**src/inc/irq_route_pkg.sv**
```systemverilog
/*
  constants, field layouts and carrier types for the board interrupt routing block.
  assumes one 100 MHz clock and an active-low asynchronous reset in every user but card_model, which has no reset.
*/
package irq_route_pkg;

  // ----------------------------------------
  // request line numbers
  // ----------------------------------------
  localparam int IRQ_TIMER0   = 0;
  localparam int IRQ_KEYBOARD = 1;
  localparam int IRQ_CASCADE  = 2;
  localparam int IRQ_SERIAL2  = 3;
  localparam int IRQ_SERIAL1  = 4;
  localparam int IRQ_FIXDISK  = 5;
  localparam int IRQ_FLOPPY   = 6;
  localparam int IRQ_PRINTER  = 7;
  localparam int IRQ_RTC      = 8;
  localparam int IRQ_VIDEO    = 9;
  localparam int IRQ_HDR_A    = 10;
  localparam int IRQ_HDR_B    = 11;
  localparam int IRQ_HDR_C    = 12;
  localparam int IRQ_COPROC   = 13;
  localparam int IRQ_HARDDISK = 14;
  localparam int IRQ_HDR_D    = 15;

  // ----------------------------------------
  // sizes, vector bases, reset values
  // ----------------------------------------
  localparam int         PIC_INPUTS   = 8;
  localparam int         AUX_WIDTH    = 16;
  localparam int         HDR_WIDTH    = 5;
  localparam logic [4:0] MASTER_BASE  = 5'h01;   // vectors 0x08..0x0f
  localparam logic [4:0] SLAVE_BASE   = 5'h0e;   // vectors 0x70..0x77
  localparam logic [2:0] CASCADE_PICK = 3'h2;
  localparam logic [7:0] PIC_RST      = 8'h00;
  localparam logic [7:0] VEC_RST      = 8'h00;

  // ----------------------------------------
  // carriers
  // ----------------------------------------
  typedef struct packed {
    logic intrq2_n;
    logic intrq1_n;
    logic intrq_n;
  } backplane_irq_t;

  typedef struct packed {
    logic disk_n;
    logic video_n;
  } front_irq_t;

  typedef struct packed {
    logic parity_err;
    logic timer0;
    logic keyboard;
    logic serial2;
    logic serial1;
    logic fixed_disk;
    logic floppy;
    logic printer;
    logic rtc;
    logic coproc;
  } onboard_irq_t;

  typedef struct packed {
    backplane_irq_t           bp;
    logic [HDR_WIDTH-1:0]     hdr_n;
    front_irq_t               front;
    logic [AUX_WIDTH-1:0]     aux_n;
  } pin_irq_t;

  // lowest set bit of a request vector, the highest priority
  function automatic logic [2:0] lowest_set(input logic [7:0] v);
    logic [2:0] idx;
    idx = 3'h0;
    for (int i = 7; i >= 0; i--) begin
      if (v[i]) begin
        idx = 3'(i);
      end
    end
    return idx;
  endfunction

  // mask of all inputs with strictly higher priority than the lowest set bit
  function automatic logic [7:0] above_mask(input logic [7:0] v);
    logic [7:0] m;
    m = 8'hff;
    for (int i = 7; i >= 0; i--) begin
      if (v[i]) begin
        m = 8'((9'h001 << i) - 9'h001);
      end
    end
    return m;
  endfunction

endpackage

```
**src/pic_unit.sv**
```systemverilog
/*
  one eight-input prioritised, maskable, vectored interrupt controller.
  assumes requests are levels on clk, ack and eoi are one-cycle pulses from the cpu side.
*/
module pic_unit
  import irq_route_pkg::*;
(
  // clock and reset
  input  wire logic       clk,
  input  wire logic       reset_n,
  // requests and control
  input  wire logic [7:0] req,
  input  wire logic [7:0] mask,
  input  wire logic       ack,
  input  wire logic       eoi,
  // status toward the cpu side
  output logic            int_req,
  output logic [2:0]      pick,
  output logic [7:0]      in_service
);

  logic [7:0] req_reg;
  logic [7:0] pend_reg;
  logic [7:0] isr_reg;
  logic [7:0] pend_next;
  logic [7:0] isr_next;

  // ----------------------------------------
  // priority decode
  // ----------------------------------------
  wire [7:0] rise      = req & ~req_reg;
  wire [7:0] eligible  = pend_reg & ~mask & above_mask(isr_reg);
  wire [7:0] pick_bit  = 8'(9'h001 << lowest_set(eligible));
  wire [7:0] eoi_bit   = 8'(9'h001 << lowest_set(isr_reg));

  assign pick       = lowest_set(eligible);
  assign int_req    = |eligible;
  assign in_service = isr_reg;

  // new edges win over the clear made by an acknowledge
  assign pend_next = (pend_reg & ~((ack && int_req) ? pick_bit : 8'h00)) | rise;
  assign isr_next  = (isr_reg & ~((eoi && |isr_reg) ? eoi_bit : 8'h00))
                   | ((ack && int_req) ? pick_bit : 8'h00);

  // ----------------------------------------
  // state
  // ----------------------------------------
  always_ff @(posedge clk or negedge reset_n) begin
    if (!reset_n) begin
      req_reg  <= PIC_RST;
      pend_reg <= PIC_RST;
      isr_reg  <= PIC_RST;
    end else begin
      req_reg  <= req;
      pend_reg <= pend_next;
      isr_reg  <= isr_next;
    end
  end
endmodule

```
**src/board_interrupt_routing.sv**
```systemverilog
/*
  routes backplane, header, front-plane, auxiliary and on-board requests onto sixteen
  request inputs of two cascaded controllers and answers cpu acknowledges with a vector.
  assumes pin inputs are asynchronous, on-board sources and cpu strobes are on clk.
*/
module board_interrupt_routing
  import irq_route_pkg::*;
(
  // clock and reset
  input  wire logic        clk,
  input  wire logic        reset_n,
  // pins from outside
  input  wire pin_irq_t    pins,
  input  wire logic        aux_enable,
  // on-board sources
  input  wire onboard_irq_t onboard,
  // cpu side
  input  wire logic [15:0] irq_mask,
  input  wire logic        cpu_ack,
  input  wire logic        master_eoi,
  input  wire logic        slave_eoi,
  output logic             cpu_int,
  output logic             cpu_nmi,
  output logic [7:0]       vector,
  output logic             vector_valid,
  // backplane cascade address enable
  output logic             bp_cas_oe,
  // observation of the routed request lines
  output logic [15:0]      irq_lines
);

  // ----------------------------------------
  // pin synchronisers
  // ----------------------------------------
  pin_irq_t   pin_s1_reg;
  pin_irq_t   pin_s2_reg;
  logic       aux_s1_reg;
  logic       aux_s2_reg;

  // two flops on every asynchronous pin
  always_ff @(posedge clk or negedge reset_n) begin
    if (!reset_n) begin
      pin_s1_reg <= '1;
      pin_s2_reg <= '1;
      aux_s1_reg <= 1'b0;
      aux_s2_reg <= 1'b0;
    end else begin
      pin_s1_reg <= pins;
      pin_s2_reg <= pin_s1_reg;
      aux_s1_reg <= aux_enable;
      aux_s2_reg <= aux_s1_reg;
    end
  end

  // ----------------------------------------
  // request routing
  // ----------------------------------------
  wire        bp_req0   = ~pin_s2_reg.bp.intrq_n;
  wire        bp_req1   = ~pin_s2_reg.bp.intrq1_n;
  wire        bp_req2   = ~pin_s2_reg.bp.intrq2_n;
  wire [4:0]  hdr_req   = ~pin_s2_reg.hdr_n;
  wire        fp_video  = ~pin_s2_reg.front.video_n;
  wire        fp_disk   = ~pin_s2_reg.front.disk_n;
  wire [15:0] aux_req   = aux_s2_reg ? ~pin_s2_reg.aux_n : 16'h0000;
  wire        small_sys = ~aux_s2_reg;
  wire        slave_int;
  logic [15:0] route;

  // fixed assignment of every source but parity_err to its request input, the third backplane line only in a small system
  always_comb begin
    route                = 16'h0000;
    route[IRQ_TIMER0]    = onboard.timer0;
    route[IRQ_KEYBOARD]  = onboard.keyboard;
    route[IRQ_CASCADE]   = slave_int;
    route[IRQ_SERIAL2]   = onboard.serial2;
    route[IRQ_SERIAL1]   = onboard.serial1;
    route[IRQ_FIXDISK]   = onboard.fixed_disk | bp_req0;
    route[IRQ_FLOPPY]    = onboard.floppy;
    route[IRQ_PRINTER]   = onboard.printer;
    route[IRQ_RTC]       = onboard.rtc;
    route[IRQ_VIDEO]     = fp_video | hdr_req[4] | (small_sys & bp_req2);
    route[IRQ_HDR_A]     = hdr_req[0] | bp_req1;
    route[IRQ_HDR_B]     = hdr_req[1];
    route[IRQ_HDR_C]     = hdr_req[2];
    route[IRQ_COPROC]    = onboard.coproc;
    route[IRQ_HARDDISK]  = fp_disk;
    route[IRQ_HDR_D]     = hdr_req[3];
  end

  // auxiliary bus lines add onto their own input numbers
  wire [15:0] req_all = route | aux_req;

  // ----------------------------------------
  // cascaded controllers
  // ----------------------------------------
  wire        master_int;
  wire [2:0]  master_pick;
  wire [2:0]  slave_pick;
  wire        to_slave  = (master_pick == CASCADE_PICK);
  wire        slave_ack = cpu_ack && master_int && to_slave;

  // master takes inputs 0-7, its input 2 is the slave's request
  pic_unit u_master (
    .clk        (clk),
    .reset_n    (reset_n),
    .req        (req_all[7:0]),
    .mask       (irq_mask[7:0]),
    .ack        (cpu_ack),
    .eoi        (master_eoi),
    .int_req    (master_int),
    .pick       (master_pick),
    .in_service ()
  );

  // slave takes inputs 8-15
  pic_unit u_slave (
    .clk        (clk),
    .reset_n    (reset_n),
    .req        (req_all[15:8]),
    .mask       (irq_mask[15:8]),
    .ack        (slave_ack),
    .eoi        (slave_eoi),
    .int_req    (slave_int),
    .pick       (slave_pick),
    .in_service ()
  );

  // vector supplied on board, never through a backplane cascade address
  wire [7:0] vec_next = to_slave ? {SLAVE_BASE, slave_pick} : {MASTER_BASE, master_pick};

  // ----------------------------------------
  // registered outputs
  // ----------------------------------------
  always_ff @(posedge clk or negedge reset_n) begin
    if (!reset_n) begin
      cpu_int      <= 1'b0;
      cpu_nmi      <= 1'b0;
      vector       <= VEC_RST;
      vector_valid <= 1'b0;
      bp_cas_oe    <= 1'b0;
      irq_lines    <= 16'h0000;
    end else begin
      cpu_int      <= master_int;
      cpu_nmi      <= onboard.parity_err;
      vector_valid <= cpu_ack && master_int;
      if (cpu_ack && master_int) begin
        vector     <= vec_next;
      end
      bp_cas_oe    <= 1'b0;
      irq_lines    <= req_all;
    end
  end
endmodule

```
**config.mk**
```make
export PLATFORM = sky130hd
export DESIGN_NAME = board_interrupt_routing
export DESIGN_NICKNAME = d
export VERILOG_FILES = /design/src/inc/irq_route_pkg.sv /design/src/pic_unit.sv /design/src/board_interrupt_routing.sv
export SDC_FILE = /design/constraint.sdc
export NUM_CORES = 1
export LEC_CHECK = 0
export BUFFER_PORTS_ARGS = -buffer_cell sky130_fd_sc_hd__buf_4
export CAP_MARGIN = 5
export CORE_AREA = 2 2 104 106
export DETAILED_ROUTE_END_ITERATION = 8
export DIE_AREA = 0 0 106 108
export PLACE_DENSITY = 0.74
export SYNTH_ARGS = -nofsm -noshare
export SYNTH_HDL_FRONTEND = slang
export SYNTH_SLANG_ARGS = --single-unit
```
**constraint.sdc**
```tcl
create_clock -name clk -period 6.7 [get_ports clk]
set_input_delay 0.67 -clock clk [delete_from_list [all_inputs] [get_ports clk]]
set_output_delay 0.67 -clock clk [all_outputs]
set_load 0.005 [all_outputs]
```
==> results.txt <==
Pwr Density: 312 nW/um^2
GRT overflow: 0
Initial antenna violation count: 0
Die Span X: 106 um
CP arrival: 2.71 ns
CORE AREA: 10,200 sq um
ANT nets after route: 0
Vias per inst: 4.88
Critical path class: reg -> reg
Fmax: 409 MHz
Port bufs: 83
DR vias: 2,741
CP Cell Sequence: nor4_1, a32o_1, nand3_1, and2_4, or4_4, a22o_1
I/O pins: 86
Most used DFF post-synth: dfrtp_1
Nets: 479
Rows: 37
CP Launch Type: flop
Post-DP HPWL: 6.37 mm
Worst vdd rail ir drop: 0.136 mV
Register area: 2820 sq um
Cell Area, Synth: 4160 sq um
Critical path buffers and inverters: 0
Crit path max-delay cell type: nor4_1
RSZ-0062 raised after global routing: false
Post-route minimum period: 2.44 ns
Final setup TNS: 0 ns
Clock transition at the registers of the reported paths: 0.12 ns
Worst R2R Setup Slack: 4.26 ns
Leak: 2.37 nW
Post_cts resized: 0
First-pass GRT wire length: 14.0 mm
Fin. Hold Viols: 0
Die area: 11,400 sq um
Fill cell count: 903
Period utilisation layout: 0.365
CP delay by family, top: simple AND/OR/NAND/NOR gates
Area Growth Syn to Fin: 23.2%
Iter 0 DRT Violations: 137
CP peak stage delay: 0.55 ns
GP Congestion: 0.819
H-tree levels: 3
Hold Path Class: in -> async
Root buf cell: clkbuf_8
Cts bufs inserted: 9
Mapped Cells: 332
Netlist cell types: 49
Hold buffer count at cts: 0
Worst Path Required: 6.96 ns
Post CTS Setup Buffer Count: 0
Insertion delay to the later sink of the worst-skew pair: 0.37 ns
Number of synthesized flops with an enable pin: 0
Die height: 108 um
Design area: 5130 sq um
Drt pass-1 iters: 4
Total Wirelength: 8.48 mm
Area of the multi-input gates: 1180 sq um
N_diodes: 0
Layout cell share with drive strength beyond 1: 0.399
Ys async rst share: 1.00
Syn Area/Cell: 12.5 sq um
Starting Density: 0.407
GRT Overall Usage: 0.158
Status: finished clean
Final cell count without fillers: 562
Layout Skew: 0.0142 ns
CTS tree: done
Largest net degree at the start of global routing: 75
Post-synthesis register bit count: 110
Area after DPL: 4920 sq um
Final setup fails: 0
Routed WL per cell: 15.1 um
Crit. End Element: flop
Critical-path maximum fanout: 9
Syn. warnings: 0
Max Slew Vio Count: 0
Clock buffer depth: 2
Max transition margin: 0.403
Number of global-route vias before repair: 2,872
Post-route DRC: 0
# placed instances: 546
Commonest non-fill, non-tap cells in the layout: buf_4, dfrtp_1, dfstp_2
Sinks on the clock net: 110
Max Cap Violations: 0
Worst Tran Pin Value: 0.896 ns
Commonest non-fill, non-tap cell in the layout: buf_4
Register area share after synthesis: 0.677
-- path summary, 6_finish.rpt --
path | startpoint | to | cells after the start
setup / recovery | u_master.in_service[0] | u_master.pend_reg[6] | 6
hold / removal | reset_n | aux_s1_reg | 1
setup reg to reg | u_master.in_service[0] | u_master.pend_reg[6] | 6
hold reg to reg | pin_s1_reg[23] | pin_s2_reg[23] | 0
max in group asynchronous | reset_n | u_slave.in_service[7] | 2
min in group clk | pin_s1_reg[23] | pin_s2_reg[23] | 0
-- power by group --
part | total [mW] | switching (mW) | internal (mW)
Sequential | 0.810 | 0.0542 | 0.756
Combinational | 0.389 | 0.203 | 0.186
Clock | 0.402 | 0.250 | 0.152
-- stage by stage --
stage                     power [mW]   util  setup WS (ns)  hold slack [ns]
after floorplan                 1.06      -           4.24            0.331
after global placement          1.20  0.481           4.05            0.336
after detailed placement        1.21  0.481           3.98            0.336
after CTS                       1.61  0.501           4.28            0.220
after global routing            1.70  0.501           4.11            0.238
final                           1.60  0.501           4.26            0.229
-- cell type report --
class	count	area share
Clock inverter	7	0.0166
Inverter	31	0.0227
Sequential cell	110	0.550
Multi-Input combinational cell	185	0.231
Clock buffer	9	0.0242
Timing Repair Buffer	84	0.123
Tap cell	136	0.0332
-- worst reg2reg max path: stages (launching register included) --
cell,delay [ns]
dfrtp_1,0.48
nor4_1,0.56
a32o_1,0.29
nand3_1,0.16
and2_4,0.20
or4_4,0.47
a22o_1,0.19
-- cells by family after synthesis --
kind of cell           Yosys count  synth area share
AOI/OAI and AO/OA               80             0.134
buffers and inverters           38            0.0397
DFF                            110             0.677
muxes                            3           0.00811
other                            1          0.000901
and+or+nand+nor                100             0.141
-- synthesized netlist by cell type (all sizes together), types with 4 or more instances --
cell type	count	area (sq um)
nand2	22	82.6
nor4	4	40.0
a21oi	13	65.1
inv	31	116
dfstp	52	1370
nor3	4	20.0
or3b	4	35.0
or4	4	37.5
nand3	11	55.1
buf	5	41.3
and2	4	27.5
nor2b	9	56.3
o21ai	19	95.1
a22o	15	131
or2	4	25.0
nand2b	10	62.6
dfrtp	58	1450
a21o	4	30.0
nor2	10	37.5
o21bai	11	82.6
-- layer usage --
metal	track usage	wire length, um	vias up
met3	0.0319	412	11
met5	0	0	-
met4	0.0620	138	0
li1	-	-	1333
met2	0.258	4080	79
met1	0.210	3850	1318
Power figures use the tool's default switching activity.
